--- config.mk ---
export PLATFORM = sky130hd
export DESIGN_NAME = cem_top
export DESIGN_NICKNAME = d
export VERILOG_FILES = /design/src/inc/cem_pkg.sv /design/src/hdl/cem_top.sv
export VERILOG_INCLUDE_DIRS = /design/src /design/src/inc
export SDC_FILE = /design/constraint.sdc
export NUM_CORES = 1
export LEC_CHECK = 0
export BUFFER_PORTS_ARGS = -buffer_cell sky130_fd_sc_hd__buf_2
export CORE_ASPECT_RATIO = 1.2
export CORE_MARGIN = 1.5
export CORE_UTILIZATION = 40
export DETAILED_ROUTE_END_ITERATION = 8
export SLEW_MARGIN = 20
export SYNTH_ARGS = -nofsm -noshare
export SYNTH_HDL_FRONTEND = slang
export SYNTH_SLANG_ARGS = --single-unit
--- constraint.sdc ---
create_clock -name pclk -period 9.6 [get_ports pclk]
set_input_delay 0.96 -clock pclk [delete_from_list [all_inputs] [get_ports pclk]]
set_output_delay 0.96 -clock pclk [all_outputs]
set_load 0.03 [all_outputs]
--- src/inc/cem_cfg.svh ---
// register offsets, field positions, reset values and limits of the can error/timing/mailbox slice
`ifndef CEM_CFG_SVH
`define CEM_CFG_SVH

// ----------------------------------------------------------------
// register offsets (byte addresses on apb)
// ----------------------------------------------------------------
`define CEM_OFF_TX_STATUS 12'h008
`define CEM_OFF_RX_CTRL 12'h00C
`define CEM_OFF_ERR_STATUS 12'h018
`define CEM_OFF_BIT_TIMING 12'h01C
`define CEM_TX_ID_REGION 6'h06
`define CEM_RX_ID_REGION 6'h07
`define CEM_ADDR_W 12

// ----------------------------------------------------------------
// error status fields
// ----------------------------------------------------------------
`define CEM_ES_ETC_MSB 6
`define CEM_ES_ETC_LSB 4

// ----------------------------------------------------------------
// bit timing fields
// ----------------------------------------------------------------
`define CEM_BT_LSTN_BIT 31
`define CEM_BT_LOOP_BIT 30
`define CEM_BT_SJW_MSB 25
`define CEM_BT_SJW_LSB 24
`define CEM_BT_SEG2_MSB 22
`define CEM_BT_SEG2_LSB 20
`define CEM_BT_SEG1_MSB 19
`define CEM_BT_SEG1_LSB 16
`define CEM_BT_PRESC_MSB 11
`define CEM_BT_RESET 32'h0123_0000
`define CEM_BT_WMASK 32'hC37F_0FFF

// ----------------------------------------------------------------
// fault confinement limits
// ----------------------------------------------------------------
`define CEM_WARN_LIMIT 9'h060
`define CEM_PASSIVE_LIMIT 9'h07F
`define CEM_BUSOFF_LIMIT 9'h0FF
`define CEM_TX_ERR_STEP 9'h008
`define CEM_RX_ERR_HEAVY 9'h008
`define CEM_RXE_RELOAD 8'h78

// ----------------------------------------------------------------
// mailbox counts
// ----------------------------------------------------------------
`define CEM_TX_BOXES 3
`define CEM_RX_BOXES 2
`define CEM_FIFO_DEPTH 2'h3
`define CEM_RX_REL_STRIDE 8

`endif

--- src/inc/cem_pkg.sv ---
// types shared by the can error/timing/mailbox slice
package cem_pkg;

  // ----------------------------------------------------------------
  // error type codes
  // ----------------------------------------------------------------
  typedef enum logic [2:0] {
    CEM_ERR_NONE = 3'h0,
    CEM_ERR_STUFF = 3'h1,
    CEM_ERR_FORM = 3'h2,
    CEM_ERR_ACK = 3'h3,
    CEM_ERR_RECESSIVE = 3'h4,
    CEM_ERR_DOMINANT = 3'h5,
    CEM_ERR_CRC = 3'h6,
    CEM_ERR_SOFTWARE = 3'h7
  } cem_err_t;

  // ----------------------------------------------------------------
  // bit time segments, one-hot
  // ----------------------------------------------------------------
  typedef enum logic [2:0] {
    CEM_BT_SYNC = 3'b001,
    CEM_BT_SEG1 = 3'b010,
    CEM_BT_SEG2 = 3'b100
  } cem_bt_state_t;

  // ----------------------------------------------------------------
  // protocol engine events and receive pushes
  // ----------------------------------------------------------------
  typedef struct packed {
    logic err_valid;
    cem_err_t err_code;
    logic err_as_tx;
    logic err_rx_heavy;
    logic tx_ok;
    logic rx_ok;
    logic [1:0] tx_box;
  } cem_evt_t;

  typedef struct packed {
    logic valid;
    logic fifo;
    logic [31:0] id_word;
  } cem_rx_push_t;

endpackage

--- src/hdl/cem_top.sv ---
// can error counters, bit timing, transmit identifiers and receive fifos behind apb
//
// Overview of operation
// - receive error counter in status bits 31:24
// - transmit error counter in status bits 23:16
// - error type codes 0..6, 7 for software
// - hardware loads error type on detected error
// - successful frame clears error type to zero
// - software code 7 holds until hardware overwrites
// - transmit count above 255 enters bus-off
// - either counter above 127 flags error passive
// - either counter 96 or more flags warning
// - timing bit 31 selects listen-only operation
// - timing bit 30 selects loop-back operation
// - resync width limits adjustment to value+1
// - segment two lasts value+1 quanta
// - segment one lasts value+1 quanta
// - quantum lasts prescaler+1 clock periods
// - three transmit and two receive mailboxes
// - receive fifo three deep, oldest visible
// - receive read-only, transmit writable when empty
// - identifier ignores writes while send pending
// - identifier bits 31:21 and 20:3 layout
// - bit 2 id format, bit 1 frame kind
// - write one requests send, hardware clears
`include "cem_cfg.svh"
`timescale 1ns/100ps
`default_nettype none

module cem_top (
  // clock, reset, enable
  input wire logic pclk,
  input wire logic presetn,
  input wire logic ce,
  // apb slave
  input wire logic psel,
  input wire logic penable,
  input wire logic pwrite,
  input wire logic [11:0] paddr,
  input wire logic [31:0] pwdata,
  output logic [31:0] prdata,
  output logic pready,
  output logic pslverr,
  // can line
  input wire logic can_rx_pin,
  output logic can_tx_pin,
  // protocol engine side
  input wire cem_pkg::cem_evt_t evt,
  input wire cem_pkg::cem_rx_push_t rx_push,
  input wire logic tx_bit,
  output logic [2:0] tx_pending,
  output logic sample_pulse,
  output logic sample_bit,
  output logic listen_only,
  output logic loop_back,
  output logic bus_off
);

  // ----------------------------------------------------------------
  // declarations
  // ----------------------------------------------------------------
  logic rx_meta_q, rx_pin_q, rx_prev_q, rx_prev_d, can_tx_q, can_tx_d, rx_line, fall;
  logic [31:0] prdata_q, prdata_d, rdata;
  logic pready_q, pready_d, pslverr_q, pslverr_d, hit, wr_fire;
  logic tx_hit, rx_hit, es_hit, bt_hit, rxc_hit;
  logic [1:0] mb_idx;
  logic [31:0] bt_q, bt_d;
  logic [7:0] rxe_q, rxe_d;
  logic [8:0] txe_q, txe_d, rxe_sum;
  logic [2:0] etc_q, etc_d;
  logic bof_q, bof_d, ep_q, ep_d, ew_q, ew_d;
  logic [30:0] tx_id_q [`CEM_TX_BOXES];
  logic pend_q [`CEM_TX_BOXES];
  logic [31:0] rx_head [`CEM_RX_BOXES];
  logic [1:0] rx_cnt [`CEM_RX_BOXES];
  logic [11:0] tq_cnt_q, tq_cnt_d;
  logic tq_tick;
  cem_pkg::cem_bt_state_t bts_q, bts_d;
  logic [4:0] seg_cnt_q, seg_cnt_d, adj_q, adj_d, cnt_n, seg1_len, seg2_len, sjw_len, rem, lim;
  logic done_q, done_d, edge_q, edge_d, ev;
  logic smp_pulse_q, smp_pulse_d, smp_bit_q, smp_bit_d;

  // ----------------------------------------------------------------
  // line synchroniser and tx drive
  // ----------------------------------------------------------------
  always_comb begin
    can_tx_d = bt_q[`CEM_BT_LSTN_BIT] ? 1'b1 : tx_bit;
    rx_line = bt_q[`CEM_BT_LOOP_BIT] ? can_tx_q : rx_pin_q;
    rx_prev_d = rx_line;
    fall = rx_prev_q & ~rx_line;
  end

  always_ff @(posedge pclk or negedge presetn) begin
    if (!presetn) begin
      rx_meta_q <= 1'b1;
      rx_pin_q <= 1'b1;
      rx_prev_q <= 1'b1;
      can_tx_q <= 1'b1;
    end else if (ce) begin
      rx_meta_q <= can_rx_pin;
      rx_pin_q <= rx_meta_q;
      rx_prev_q <= rx_prev_d;
      can_tx_q <= can_tx_d;
    end
  end

  // ----------------------------------------------------------------
  // apb decode and read mux
  // ----------------------------------------------------------------
  always_comb begin
    mb_idx = paddr[5:4];
    tx_hit = (paddr[11:6] == `CEM_TX_ID_REGION) && (paddr[3:0] == 4'h0) && (mb_idx < 2'h3);
    rx_hit = (paddr[11:6] == `CEM_RX_ID_REGION) && (paddr[3:0] == 4'h0) && (mb_idx < 2'h2);
    es_hit = paddr == `CEM_OFF_ERR_STATUS;
    bt_hit = paddr == `CEM_OFF_BIT_TIMING;
    rxc_hit = paddr == `CEM_OFF_RX_CTRL;
    hit = tx_hit | rx_hit | es_hit | bt_hit | rxc_hit | (paddr == `CEM_OFF_TX_STATUS);
    rdata = 32'h0000_0000;
    if (es_hit) begin
      rdata[31:24] = rxe_q;
      rdata[23:16] = txe_q[8] ? 8'hFF : txe_q[7:0];
      rdata[6:4] = etc_q;
      rdata[2:0] = {bof_q, ep_q, ew_q};
    end else if (bt_hit) begin
      rdata = bt_q;
    end else if (tx_hit) begin
      rdata = {tx_id_q[mb_idx], pend_q[mb_idx]};
    end else if (rx_hit) begin
      rdata = rx_head[mb_idx[0]];
    end else if (rxc_hit) begin
      rdata[1:0] = rx_cnt[0];
      rdata[9:8] = rx_cnt[1];
    end else if (paddr == `CEM_OFF_TX_STATUS) begin
      rdata[2:0] = {~pend_q[2], ~pend_q[1], ~pend_q[0]};
    end
    // one wait state: answer on the second access cycle
    pready_d = psel & penable & ~pready_q;
    pslverr_d = psel & penable & ~pready_q & ~hit;
    prdata_d = (psel & penable & ~pready_q & ~pwrite) ? rdata : prdata_q;
    wr_fire = psel & penable & pready_q & pwrite;
  end

  always_ff @(posedge pclk or negedge presetn) begin
    if (!presetn) begin
      prdata_q <= 32'h0000_0000;
      pready_q <= 1'b0;
      pslverr_q <= 1'b0;
    end else if (ce) begin
      prdata_q <= prdata_d;
      pready_q <= pready_d;
      pslverr_q <= pslverr_d;
    end
  end

  // ----------------------------------------------------------------
  // bit timing register
  // ----------------------------------------------------------------
  always_comb begin
    bt_d = bt_q;
    if (wr_fire && bt_hit) begin
      bt_d = pwdata & `CEM_BT_WMASK;
    end
  end

  always_ff @(posedge pclk or negedge presetn) begin
    if (!presetn) begin
      bt_q <= `CEM_BT_RESET;
    end else if (ce) begin
      bt_q <= bt_d;
    end
  end

  // ----------------------------------------------------------------
  // fault confinement
  // ----------------------------------------------------------------
  always_comb begin
    rxe_d = rxe_q;
    txe_d = txe_q;
    etc_d = etc_q;
    bof_d = bof_q;
    rxe_sum = {1'b0, rxe_q} + (evt.err_rx_heavy ? `CEM_RX_ERR_HEAVY : 9'h001);
    if (wr_fire && es_hit) begin
      etc_d = pwdata[`CEM_ES_ETC_MSB:`CEM_ES_ETC_LSB];
    end
    // counters freeze once bus-off; only reset brings the node back
    if (!bof_q) begin
      if (evt.err_valid) begin
        etc_d = evt.err_code;
        if (evt.err_as_tx) begin
          txe_d = txe_q + `CEM_TX_ERR_STEP;
        end else begin
          rxe_d = rxe_sum[8] ? 8'hFF : rxe_sum[7:0];
        end
      end else if (evt.tx_ok || evt.rx_ok) begin
        etc_d = cem_pkg::CEM_ERR_NONE;
        if (evt.tx_ok && (txe_q != 9'h000)) begin
          txe_d = txe_q - 9'h001;
        end
        if (evt.rx_ok) begin
          if ({1'b0, rxe_q} > `CEM_PASSIVE_LIMIT) begin
            rxe_d = `CEM_RXE_RELOAD;
          end else if (rxe_q != 8'h00) begin
            rxe_d = rxe_q - 8'h01;
          end
        end
      end
    end
    if (txe_d > `CEM_BUSOFF_LIMIT) begin
      bof_d = 1'b1;
    end
    ep_d = ({1'b0, rxe_d} > `CEM_PASSIVE_LIMIT) || (txe_d > `CEM_PASSIVE_LIMIT);
    ew_d = ({1'b0, rxe_d} >= `CEM_WARN_LIMIT) || (txe_d >= `CEM_WARN_LIMIT);
  end

  always_ff @(posedge pclk or negedge presetn) begin
    if (!presetn) begin
      rxe_q <= 8'h00;
      txe_q <= 9'h000;
      etc_q <= 3'h0;
      bof_q <= 1'b0;
      ep_q <= 1'b0;
      ew_q <= 1'b0;
    end else if (ce) begin
      rxe_q <= rxe_d;
      txe_q <= txe_d;
      etc_q <= etc_d;
      bof_q <= bof_d;
      ep_q <= ep_d;
      ew_q <= ew_d;
    end
  end

  // ----------------------------------------------------------------
  // transmit mailbox identifiers
  // ----------------------------------------------------------------
  for (genvar i = 0; i < `CEM_TX_BOXES; i++) begin : g_tx
    logic [30:0] id_d;
    logic pend_d;
    always_comb begin
      id_d = tx_id_q[i];
      pend_d = pend_q[i];
      if (evt.tx_ok && (evt.tx_box == 2'(i))) begin
        pend_d = 1'b0;
      end
      // a pending box cannot be written, so completion and request never meet
      if (wr_fire && tx_hit && (mb_idx == 2'(i)) && !pend_q[i]) begin
        id_d = pwdata[31:1];
        if (pwdata[0]) begin
          pend_d = 1'b1;
        end
      end
    end
    always_ff @(posedge pclk or negedge presetn) begin
      if (!presetn) begin
        tx_id_q[i] <= 31'h0000_0000;
        pend_q[i] <= 1'b0;
      end else if (ce) begin
        tx_id_q[i] <= id_d;
        pend_q[i] <= pend_d;
      end
    end
    assign tx_pending[i] = pend_q[i];
  end

  // ----------------------------------------------------------------
  // receive fifos
  // ----------------------------------------------------------------
  for (genvar j = 0; j < `CEM_RX_BOXES; j++) begin : g_rx
    logic [31:0] mem_q [3];
    logic [31:0] mem_d [3];
    logic [1:0] rd_q, rd_d, wr_q, wr_d, cnt_q, cnt_d;
    logic push, pop;
    always_comb begin
      // a full fifo drops the newest frame
      push = rx_push.valid && (rx_push.fifo == 1'(j)) && (cnt_q < `CEM_FIFO_DEPTH);
      pop = wr_fire && rxc_hit && pwdata[j * `CEM_RX_REL_STRIDE] && (cnt_q != 2'h0);
      mem_d = mem_q;
      rd_d = rd_q;
      wr_d = wr_q;
      cnt_d = cnt_q;
      if (push) begin
        mem_d[wr_q] = {rx_push.id_word[31:1], 1'b0};
        wr_d = (wr_q == 2'h2) ? 2'h0 : wr_q + 2'h1;
      end
      if (pop) begin
        rd_d = (rd_q == 2'h2) ? 2'h0 : rd_q + 2'h1;
      end
      if (push && !pop) begin
        cnt_d = cnt_q + 2'h1;
      end else if (pop && !push) begin
        cnt_d = cnt_q - 2'h1;
      end
    end
    always_ff @(posedge pclk or negedge presetn) begin
      if (!presetn) begin
        mem_q <= '{default: 32'h0000_0000};
        rd_q <= 2'h0;
        wr_q <= 2'h0;
        cnt_q <= 2'h0;
      end else if (ce) begin
        mem_q <= mem_d;
        rd_q <= rd_d;
        wr_q <= wr_d;
        cnt_q <= cnt_d;
      end
    end
    assign rx_head[j] = (cnt_q == 2'h0) ? 32'h0000_0000 : mem_q[rd_q];
    assign rx_cnt[j] = cnt_q;
  end

  // ----------------------------------------------------------------
  // bit timing engine
  // ----------------------------------------------------------------
  always_comb begin
    // >= so a smaller prescaler written mid-quantum cannot strand the counter
    tq_tick = tq_cnt_q >= bt_q[`CEM_BT_PRESC_MSB:0];
    tq_cnt_d = tq_tick ? 12'h000 : tq_cnt_q + 12'h001;
    sjw_len = {3'h0, bt_q[`CEM_BT_SJW_MSB:`CEM_BT_SJW_LSB]} + 5'h01;
    seg1_len = {1'b0, bt_q[`CEM_BT_SEG1_MSB:`CEM_BT_SEG1_LSB]} + 5'h01;
    seg2_len = {2'h0, bt_q[`CEM_BT_SEG2_MSB:`CEM_BT_SEG2_LSB]} + 5'h01;
    ev = edge_q | fall;
    edge_d = tq_tick ? fall : ev;
    bts_d = bts_q;
    seg_cnt_d = seg_cnt_q;
    adj_d = adj_q;
    done_d = done_q;
    smp_pulse_d = 1'b0;
    smp_bit_d = smp_bit_q;
    cnt_n = seg_cnt_q + 5'h01;
    rem = seg2_len - cnt_n;
    lim = 5'h00;
    if (tq_tick) begin
      case (bts_q)
        cem_pkg::CEM_BT_SYNC: begin
          bts_d = cem_pkg::CEM_BT_SEG1;
          seg_cnt_d = 5'h00;
          adj_d = 5'h00;
          done_d = 1'b0;
        end
        cem_pkg::CEM_BT_SEG1: begin
          // late edge: stretch segment one by the phase error, capped
          if (ev && !done_q) begin
            adj_d = (cnt_n > sjw_len) ? sjw_len : cnt_n;
            done_d = 1'b1;
          end
          lim = seg1_len + adj_d;
          if (cnt_n >= lim) begin
            bts_d = cem_pkg::CEM_BT_SEG2;
            seg_cnt_d = 5'h00;
            adj_d = 5'h00;
            smp_pulse_d = 1'b1;
            smp_bit_d = rx_line;
          end else begin
            seg_cnt_d = cnt_n;
          end
        end
        cem_pkg::CEM_BT_SEG2: begin
          // early edge: cut segment two, or restart the bit if the cut fits
          if (ev && !done_q) begin
            done_d = 1'b1;
            if (rem <= sjw_len) begin
              adj_d = 5'h1F;
            end else begin
              adj_d = sjw_len;
            end
          end
          lim = seg2_len - adj_d;
          if (adj_d == 5'h1F) begin
            bts_d = cem_pkg::CEM_BT_SEG1;
            seg_cnt_d = 5'h00;
            adj_d = 5'h00;
          end else if ((cnt_n >= lim) || (lim > seg2_len)) begin
            bts_d = cem_pkg::CEM_BT_SYNC;
            seg_cnt_d = 5'h00;
            adj_d = 5'h00;
          end else begin
            seg_cnt_d = cnt_n;
          end
        end
        default: begin
          bts_d = cem_pkg::CEM_BT_SYNC;
          seg_cnt_d = 5'h00;
          adj_d = 5'h00;
          done_d = 1'b0;
        end
      endcase
    end
  end

  always_ff @(posedge pclk or negedge presetn) begin
    if (!presetn) begin
      tq_cnt_q <= 12'h000;
      bts_q <= cem_pkg::CEM_BT_SYNC;
      seg_cnt_q <= 5'h00;
      adj_q <= 5'h00;
      done_q <= 1'b0;
      edge_q <= 1'b0;
      smp_pulse_q <= 1'b0;
      smp_bit_q <= 1'b1;
    end else if (ce) begin
      tq_cnt_q <= tq_cnt_d;
      bts_q <= bts_d;
      seg_cnt_q <= seg_cnt_d;
      adj_q <= adj_d;
      done_q <= done_d;
      edge_q <= edge_d;
      smp_pulse_q <= smp_pulse_d;
      smp_bit_q <= smp_bit_d;
    end
  end

  // ----------------------------------------------------------------
  // outputs
  // ----------------------------------------------------------------
  assign prdata = prdata_q;
  assign pready = pready_q;
  assign pslverr = pslverr_q;
  assign can_tx_pin = can_tx_q;
  assign sample_pulse = smp_pulse_q;
  assign sample_bit = smp_bit_q;
  assign listen_only = bt_q[`CEM_BT_LSTN_BIT];
  assign loop_back = bt_q[`CEM_BT_LOOP_BIT];
  assign bus_off = bof_q;

endmodule

`default_nettype wire

==> results of run 1 <==
report_power, final:
part	switching (mW)	internal [mW]	total [mW]	leakage, nW
clock network	0.709	1.10	1.81	0.756
registers	0.308	2.18	2.49	5.24
logic	0.881	0.762	1.64	4.76
total	1.90	4.05	5.95	10.7
worst max-delay path: stages, from the launching register on:
cell and delay (ns):
dfrtp_1 0.49, ha_1 0.31, xnor2_1 0.62, nor2_1 0.15, nor2_1 0.16, xnor2_1 0.13
ha_1 0.26, o21ai_0 0.17, o32a_1 0.17, o211ai_1 0.22, a31oi_1 0.49, inv_1 0.09
ha_1 0.27, nor2b_1 0.12, o21ai_0 0.16, nand2b_1 0.09, xor2_1 0.16, ha_1 0.30
nand2_1 0.06, o32a_1 0.31, nor3_1 0.69, a21oi_2 0.25, o31ai_1 0.27
synthesized netlist by cell type (16+ instances only):
master,count
inv_1,61
buf_1,17
nand2_1,114
nor3_1,25
o22ai_1,34
xor2_1,18
nand3_1,17
nor2_1,161
dfrtp_1,397
mux2_4,29
mux2i_1,103
a21oi_1,132
clkbuf_1,85
a22oi_1,16
a222oi_1,16
xnor2_1,22
mux2_2,283
ha_1,52
o21ai_0,94
a31oi_1,19
metrics by stage:
stage / utilization / setup slack, ns / hold WS (ns) / instance area, um2 / power (mW)
2_1_floorplan: - / 4.73 / 0.446 / 20800 / 3.65
3_3_place_gp: 0.432 / 3.53 / 0.465 / 22200 / 4.10
3_5_place_dp: 0.432 / 3.56 / 0.476 / 22200 / 4.17
4_1_cts: 0.462 / 3.48 / 0.436 / 23700 / 6.00
5_1_grt: 0.462 / 3.02 / 0.476 / 23700 / 6.32
6_report: 0.462 / 3.54 / 0.412 / 23700 / 5.95
final cells by class:
type | count | area (um2) | area share
timing repair buffer | 169 | 948 | 0.0399
tap | 697 | 872 | 0.0367
clock buffer | 64 | 1310 | 0.0550
inverter | 62 | 233 | 0.00980
sequential | 407 | 10200 | 0.430
clock inverter | 14 | 240 | 0.0101
multi-input combinational | 1291 | 9940 | 0.419
antenna | 1 | 2.50 | 0.000105
cells by family after synthesis:
logic type | after synthesis | share of synthesized area
mux | 417 | 0.225
xor+xnor | 40 | 0.0169
compound gates | 381 | 0.113
buf+inv | 178 | 0.0339
fa+ha+maj | 58 | 0.0356
simple gates | 395 | 0.0855
flops | 407 | 0.491
routing by layer:
layer,share of wire,global-route usage,vias to the layer above
met5,0.0017,0,-
met4,0.039,0.0927,14
met3,0.042,0.0368,127
met2,0.49,0.375,329
met1,0.43,0.285,7698
li1,-,-,6941
worst paths after layout:
| kind | from | to | slack (ns) | cells after the start |
|---|---|---|---|---|
| setup / recovery | seg_cnt_q[0]$_DFFE_PN0P_ | seg_cnt_q[1]$_DFFE_PN0P_ | 3.54 | 22 |
| hold / removal | presetn | rxe_q[4]$_DFFE_PN0P_ | 0.41 | 1 |
| setup reg to reg | seg_cnt_q[0]$_DFFE_PN0P_ | seg_cnt_q[1]$_DFFE_PN0P_ | 3.54 | 22 |
| hold reg to reg | g_rx[0].mem_q[90]$_DFFE_PN0P_ | g_rx[0].mem_q[90]$_DFFE_PN0P_ | 0.49 | 1 |
| max in group asynchronous | presetn | g_rx[0].rd_q[0]$_DFFE_PN0P_ | 6.86 | 3 |
| min in group pclk | g_rx[0].mem_q[90]$_DFFE_PN0P_ | g_rx[0].mem_q[90]$_DFFE_PN0P_ | 0.49 | 1 |
registers in the layout, indices dropped and copies added, names as in the netlist, 4 cells and up:
name / cells
g_rx.rd_q: 4
g_rx.wr_q: 4
bt_q: 23
prdata: 32
seg_cnt_q: 5
rxe_q: 8
tx_id_q: 93
tq_cnt_q: 12
txe_q: 9
g_rx.mem_q: 186
adj_q: 5
g_rx.cnt_q: 4
==> out/qor.csv, run 1 <==
metric,value,unit
synth_top_cell_area_share,0.478,
vias_per_cell,5.59,
layout-drive-gt1-share,0.292,
cts_tree,yes,
layout.cells.non_filler,2705,
clk_latency,0.57,ns
syn-num-nets,2027,
min_period,6.06,ns
yosys_warnings,0,
rows,91,
n_fill_cell,4786,
syn2layout_area_growth,14.2,%
die_height,253,um
setup_viol,0,
ys_ff_latch,407,
startpoint_type,flip-flop,
outcome,"complete, no violations",
crit_fanout,8,
cts_resized,0,
synth_edf_count,0,
syn-cell-area,20800,um2
postCtsSetupBuffers,0,
dp_hpwl,38400,um
antenna_found_initial,11,
ys_top_cells_by_area,"dfrtp_1 (48%), mux2_2 (15%), mux2i_1 (5.0%), a21oi_1 (3.2%), ha_1 (3.1%)",
track_usage,0.223,
grt-ovfl-total,0,
p_per_area,251,nW/um2
rsz0062_at_grt,no,
synth_cell_types,73,
ir_drop,143,uV
tightest_slew,0.978,ns
start_util,0.405,
cts.sinks,407,
drv_slew,0,
root_buffer,clkbuf_16,
die_w,211,um
tns,0,ns
wire_per_inst,21.6,um
finClkSkew,0.0114,ns
cp.arrival,6.52,ns
grt_pass1_vias,15600,
slew_headroom,0.341,
fmax,165,MHz
p_leak,10.7,nW
seq_area_frac_synth,0.491,
remaining_drc_errors,0,
drt_iter0_markers,992,
io_buffers,137,
placedCellCount,2626,
die_area,53400,um2
yosysTopAreaCell,dfrtp_1,
fp.coreArea,51400,um2
finalNetCount,2126,
drt-pass1-iter-count,5,
hold_path.class,primary input to asynchronous set/reset pin,
ys.flop_type,dfrtp_1,
numCtsBuffers,44,
cts-htree-levels,2,
grt_pass1_wl,91800,um
grt_max_degree,175,
avgSynthCellArea,11.1,um2
final_cell_mix,"dfrtp_1 (393), mux2_2 (283), nor2_1 (160)",
place.gp.congestion,0.862,
drt_wl_total,58500,um
cp-end-kind,flip-flop,
clk_pin_slew,0.06,ns
critical_path_class,flip-flop to flip-flop,
io-pin-count,139,
holdBufCountCts,0,
num_vias,15100,
synthCells,1876,
async_reset_ff_frac,1.00,
maxCapViolations,0,
clockBufferDepth,3,
crit_required,10.07,ns
hold_violations,0,
final.period_utilization,0.631,
layout_commonest_cell,dfrtp_1,
postRouteAntennaNets,0,
(Power assumes the default switching activity.)
==> run 2: changes to the inputs <==
Clock period 9.6 ns to 5.6 ns, I/O delays scaled along.
==> out/qor.csv, run 2 (synthesis gave the netlist of run 1 again) <==
metric,value,unit,change
num_vias,15100,,about the same
p_per_area,421,nW/um2,was 251 nW/um2
cp.arrival,5.73,ns,was 6.52 ns
io_buffers,137,,unchanged
crit_fanout,7,,was 8
largest-register,g_rx.mem_q,,unchanged
fin_ws,0.362,ns,was 3.54 ns
rows,91,,unchanged
setup_viol,0,,unchanged
cpMostUsedCell,ha_1,,unchanged
finClkSkew,0.0127,ns,was 0.0114 ns
remaining_drc_errors,0,,unchanged
final_cell_mix,"dfrtp_1 (393), mux2_2 (283), nor2_1 (159)",,"was dfrtp_1 (393), mux2_2 (283), nor2_1 (160)"
critPathMaxStageDelay,0.53,ns,was 0.69 ns
layout-drive-gt1-share,0.292,,about the same
maxCapViolations,0,,unchanged
clk_latency,0.57,ns,about the same
io-pin-count,139,,unchanged
vias_per_cell,5.57,,was 5.59
hold_path.class,primary input to asynchronous set/reset pin,,unchanged
dp_hpwl,38800,um,was 38400 um
antenna_found_initial,14,,was 11
cts_tree,yes,,unchanged
grt.busiest_layer,met2,,unchanged
postRouteAntennaNets,0,,unchanged
drt_iter0_markers,927,,was 992
wire_per_inst,21.5,um,was 21.6 um
track_usage,0.222,,was 0.223
final.period_utilization,0.935,,was 0.631
hold_violations,0,,unchanged
ir_drop,233,uV,was 143 uV
cts_resized,0,,unchanged
drt_wl_total,58400,um,was 58500 um
pre_cts_slack,0.317,ns,was 3.56 ns
holdBufCountCts,0,,unchanged
critical_path_class,flip-flop to flip-flop,,unchanged
drv_slew,0,,unchanged
grt_pass1_wl,91400,um,was 91800 um
fmax,191,MHz,was 165 MHz
fp.coreArea,51400,um2,unchanged
met1_usage,0.275,,was 0.285
root_buffer,clkbuf_16,,unchanged
startpoint_type,flip-flop,,unchanged
cts-htree-levels,2,,unchanged
clockBufferDepth,3,,unchanged
die_area,53400,um2,unchanged
rrSetupSlack,0.36,ns,was 3.54 ns
tns,0,ns,unchanged
outcome,"complete, no violations",,unchanged
crit_family,adder cells,,was compound AO/OA/AOI/OAI gates
clk_pin_slew,0.07,ns,was 0.06 ns
numCtsBuffers,42,,was 44
n_fill_cell,4828,,was 4786
cts.sinks,407,,unchanged
tightest_slew,0.889,ns,was 0.978 ns
cp-end-kind,flip-flop,,unchanged
met2_usage,0.382,,was 0.375
grt_pass1_vias,15700,,was 15600
grt_max_degree,163,,was 175
layout_commonest_cell,dfrtp_1,,unchanged
crit_required,6.09,ns,was 10.07 ns
cp_num_buf_inv,3,,was 1
die_height,253,um,unchanged
cpMaxStageDelayCell,fa_1,,was nor3_1
min_period,5.24,ns,was 6.06 ns
postCtsSetupBuffers,0,,unchanged
finalNetCount,2132,,was 2126
final_util,0.461,,was 0.462
start_util,0.405,,unchanged
largest_reg_flops,186,,unchanged
p_leak,10.7,nW,about the same
drt-pass1-iter-count,5,,unchanged
die_w,211,um,unchanged
grt-ovfl-total,0,,unchanged
post_dp_cell_area,22300,um2,was 22200 um2
place.gp.congestion,0.861,,was 0.862
slew_headroom,0.404,,was 0.341
use_met3,0.0406,,was 0.0368
path_cells,ha_1 -> inv_1 -> fa_1 -> xnor2_1 -> ha_1 -> nand3_1 -> o21ai_0 -> o32a_1 -> o211ai_1 -> a31oi_1 -> ha_1 -> fa_1 -> inv_1 -> ha_1 -> nor2b_1 -> o31ai_1 -> a21oi_1 -> o32a_1 -> nor3_1 -> buf_4 -> a21oi_1 -> o221a_2,,was ha_1 -> xnor2_1 -> nor2_1 -> nor2_1 -> xnor2_1 -> ha_1 -> o21ai_0 -> o32a_1 -> o211ai_1 -> a31oi_1 -> inv_1 -> ha_1 -> nor2b_1 -> o21ai_0 -> nand2b_1 -> xor2_1 -> ha_1 -> nand2_1 -> o32a_1 -> nor3_1 -> a21oi_2 -> o31ai_1
syn2layout_area_growth,13.8,%,was 14.2%
final_area,23700,um2,about the same
[run 2: cell types whose count changed in the layout (fill, tap and decap cells not counted), moves of 2 or more]
cell	previous run	this run
buf_4	31	38
clkbuf_1	7	14
clkbuf_8	13	7
bufinv_16	6	3
clkinv_2	4	6
clkinvlp_4	2	0
[run 2: per-stage QoR]
step / power [mW] / hold slack [ns] / instances
2_1_floorplan: 6.25 / 0.264 / 1876
3_3_place_gp: 7.04 / 0.462 / 2634
3_5_place_dp: 7.17 / 0.475 / 2634
4_1_cts: 10.0 / 0.0615 / 2709
5_1_grt: 10.6 / 0.0880 / 2709
6_report: 9.96 / 0.0209 / 2710
[run 2: layout make-up]
type                       instances  area, um2  area share
antenna                            1       2.50    0.000106
clock buffer                      64       1220      0.0518
clock inverter                    11        153     0.00645
inverter                          62        233     0.00984
multi-input combinational       1291       9950       0.421
sequential                       407      10200       0.431
tap                              697        872      0.0369
timing repair buffer             177       1020      0.0431
[run 2: worst paths after layout]
check                                     startpoint                endpoint  cells past startpoint
worst max-delay path            bt_q[20]$_DFFE_PN0P_    bts_q[0]$_DFFE_PN1P_                     22
worst min register to register  etc_q[0]$_DFFE_PN0P_    etc_q[0]$_DFFE_PN0P_                      2
max in group asynchronous                    presetn  prdata[19]$_DFFE_PN0P_                      2
min in group pclk                         can_rx_pin   rx_meta_q$_DFFE_PN1P_                      2
worst min-delay path                         presetn    rxe_q[4]$_DFFE_PN0P_                      1
worst max register to register  bt_q[20]$_DFFE_PN0P_    bts_q[0]$_DFFE_PN1P_                     22
[run 2: worst register-to-register path: stages (launching register included)]
cell and delay (ns):
dfrtp_1 0.47, ha_1 0.38, inv_1 0.12, fa_1 0.47, xnor2_1 0.15, ha_1 0.30
nand3_1 0.08, o21ai_0 0.08, o32a_1 0.17, o211ai_1 0.25, a31oi_1 0.23, ha_1 0.27
fa_1 0.53, inv_1 0.06, ha_1 0.28, nor2b_1 0.14, o31ai_1 0.18, a21oi_1 0.07
o32a_1 0.18, nor3_1 0.19, buf_4 0.19, a21oi_1 0.10, o221a_2 0.28
[run 2: per-layer routing]
metal / vias to the layer above / wire length, um
met4: 20 / 1980
met1: 7664 / 24300
met3: 117 / 3110
met5: - / 112
li1: 6937 / -
met2: 370 / 28800
[run 2: where the power goes]
part	internal (mW)	total, mW	switching (mW)
sequential	3.74	4.27	0.522
combinational	1.33	2.86	1.53
clock	1.65	2.84	1.19
total	6.73	9.96	3.24
==> run 3: changes to the inputs <==
Settings changed: CORE_UTILIZATION 40 to 50, PLACE_DENSITY from default to 0.68.
==> out/qor.csv, run 3 (synthesis gave the netlist of run 1 again) <==
metric,value,unit,change
outcome,"complete, no violations",,unchanged
wl_met1,24300,um,about the same
place.gp.congestion,0.894,,was 0.861
cp-end-kind,flip-flop,,unchanged
wl_met3,3100,um,was 3110 um
syn2layout_area_growth,13.1,%,was 13.8%
fp.coreArea,40800,um2,was 51400 um2
postCtsSetupBuffers,0,,unchanged
clkPwrFrac,0.289,,was 0.285
critPathMaxStageDelay,0.55,ns,was 0.53 ns
vias_per_cell,5.97,,was 5.57
grt_pass1_vias,15400,,was 15700
fin_ws,0.472,ns,was 0.362 ns
wire_per_inst,22.2,um,was 21.5 um
drt-pass1-iter-count,6,,was 5
tns,0,ns,unchanged
drv_slew,0,,unchanged
layout-drive-gt1-share,0.293,,was 0.292
finClkSkew,0.0182,ns,was 0.0127 ns
root_buffer,clkbuf_16,,unchanged
dp_hpwl,37800,um,was 38800 um
final.period_utilization,0.916,,was 0.935
rsz0062_at_grt,no,,
crit_fanout,7,,unchanged
rows,81,,was 91
cts-htree-levels,2,,unchanged
drt_iter0_markers,1111,,was 927
ir_drop,307,uV,was 233 uV
crit_family,adder cells,,unchanged
p_per_area,426,nW/um2,was 421 nW/um2
layout_commonest_cell,dfrtp_1,,unchanged
placedCellCount,2476,,was 2634
p_int,6.79,mW,was 6.73 mW
grt_max_degree,106,,was 163
path_cells,ha_1 -> inv_1 -> fa_1 -> inv_1 -> ha_1 -> a211oi_1 -> o32a_1 -> o211ai_1 -> a31oi_1 -> ha_1 -> fa_1 -> inv_1 -> ha_1 -> nor2b_1 -> o31ai_1 -> a21oi_1 -> o32a_1 -> nor3_1 -> buf_4 -> a21oi_1 -> o221a_2,,was ha_1 -> inv_1 -> fa_1 -> xnor2_1 -> ha_1 -> nand3_1 -> o21ai_0 -> o32a_1 -> o211ai_1 -> a31oi_1 -> ha_1 -> fa_1 -> inv_1 -> ha_1 -> nor2b_1 -> o31ai_1 -> a21oi_1 -> o32a_1 -> nor3_1 -> buf_4 -> a21oi_1 -> o221a_2
largest_reg_flops,186,,unchanged
net-switching-power,3.22,mW,was 3.24 mW
crit_required,6.08,ns,was 6.09 ns
cpMostUsedCell,ha_1,,unchanged
clk_latency,0.56,ns,was 0.57 ns
grt-ovfl-total,0,,unchanged
cts_tree,yes,,unchanged
seq_power_share,0.427,,was 0.428
track_usage,0.267,,was 0.222
largest-register,g_rx.mem_q,,unchanged
start_util,0.509,,was 0.405
cp_num_buf_inv,4,,was 3
tightest_slew,1.10,ns,was 0.889 ns
cpMaxStageDelayCell,fa_1,,unchanged
numCtsBuffers,44,,was 42
io-pin-count,139,,unchanged
pre_cts_slack,0.434,ns,was 0.317 ns
slew_headroom,0.262,,was 0.404
p_leak,10.7,nW,about the same
p_sw_frac,0.322,,was 0.325
hold_path.class,primary input to asynchronous set/reset pin,,unchanged
clk_pin_slew,0.06,ns,was 0.07 ns
setup_viol,0,,unchanged
cts.sinks,407,,unchanged
hold_violations,0,,unchanged
finalPower,10.0,mW,was 9.96 mW
maxCapViolations,0,,unchanged
die_height,226,um,was 253 um
num_vias,15300,,was 15100
pwr-share-comb,0.284,,was 0.287
layout.cells.non_filler,2557,,was 2710
fmax,195,MHz,was 191 MHz
dr.max_layer_used,met5,,unchanged
clockBufferDepth,3,,unchanged
cp.arrival,5.61,ns,was 5.73 ns
holdBufCountCts,0,,unchanged
finalNetCount,2134,,was 2132
antenna_found_initial,6,,was 14
remaining_drc_errors,0,,unchanged
critical_path_class,flip-flop to flip-flop,,unchanged
postRouteAntennaNets,0,,unchanged
grt_pass1_wl,88300,um,was 91400 um
die_w,189,um,was 211 um
io_buffers,137,,unchanged
drt_wl_total,56800,um,was 58400 um
die_area,42800,um2,was 53400 um2
wl_met2,27500,um,was 28800 um
min_period,5.13,ns,was 5.24 ns
startpoint_type,flip-flop,,unchanged
final_cell_mix,"dfrtp_1 (393), mux2_2 (283), nor2_1 (160)",,"was dfrtp_1 (393), mux2_2 (283), nor2_1 (159)"
==> run 3: cell count changes in the layout (fill, tap and decap cells not counted), moves of 2 or more <==
cell       change
clkbuf_8       +8
bufinv_16      -2
clkbuf_16      +2
clkinv_2       -2
clkinv_8       -2
==> run 3: final timing paths <==
check / startpoint / endpoint / slack (ns) / depth (start not counted)
setup / recovery: bt_q[20]$_DFFE_PN0P_ / bts_q[0]$_DFFE_PN1P_ / 0.47 / 21
hold reg to reg: g_rx[0].mem_q[90]$_DFFE_PN0P_ / g_rx[0].mem_q[90]$_DFFE_PN0P_ / 0.48 / 1
min in group pclk: can_rx_pin / rx_meta_q$_DFFE_PN1P_ / 0.25 / 2
max in group asynchronous: presetn / tx_id_q[38]$_DFFE_PN0P_ / 4.41 / 2
setup reg to reg: bt_q[20]$_DFFE_PN0P_ / bts_q[0]$_DFFE_PN1P_ / 0.47 / 21
hold / removal: presetn / rxe_q[5]$_DFFE_PN0P_ / 0.04 / 1
==> run 3: per-layer routing <==
metal  track usage  vias up
met5             0        -
met1         0.348     7782
li1              -     6950
met2         0.451      414
met4        0.0942        8
met3        0.0450      105
==> run 3: metrics by stage <==
stage	area, um2	utilization	hold slack [ns]
6_report	23500	0.576	0.0413
5_1_grt	23500	0.576	0.114
4_1_cts	23500	0.576	0.106
3_5_place_dp	22100	0.540	0.475
3_3_place_gp	22100	0.540	0.467
2_1_floorplan	20800	-	0.264
==> run 3: repair_timing <==
action,CTS,global route
hold endpoints to repair,0,0
resized for setup,0,1
endpoints found under the setup margin,0,2
==> run 3: final cells by class <==
class	instances	area, um2
fillers	3478	17300
flip-flops and latches	407	10200
multi-input cells	1291	9950
clock buffers	73	1380
repair buffers	177	1020
well taps	539	674
inverters	62	233
clock inverters	6	58.8
diodes	2	5.00
==> run 3: worst reg2reg max path, cell delays in order (launching register included) <==
cell and delay, ns:
dfrtp_1 0.46, ha_1 0.39, inv_1 0.13, fa_1 0.55
inv_1 0.04, ha_1 0.30, a211oi_1 0.25, o32a_1 0.19
o211ai_1 0.18, a31oi_1 0.28, ha_1 0.22, fa_1 0.45
inv_1 0.07, ha_1 0.23, nor2b_1 0.14, o31ai_1 0.19
a21oi_1 0.06, o32a_1 0.19, nor3_1 0.18, buf_4 0.17
a21oi_1 0.09, o221a_2 0.29
==> run 3: power by group through the flow <==
stage / clock network (mW) / registers, mW / logic [mW]
final: 2.89 / 4.28 / 2.84
after floorplan: 0 / 4.24 / 2.01
after CTS: 2.94 / 4.27 / 2.86
after global routing: 3.06 / 4.38 / 3.15
after global placement: 0 / 4.26 / 2.77
after detailed placement: 0 / 4.32 / 2.84
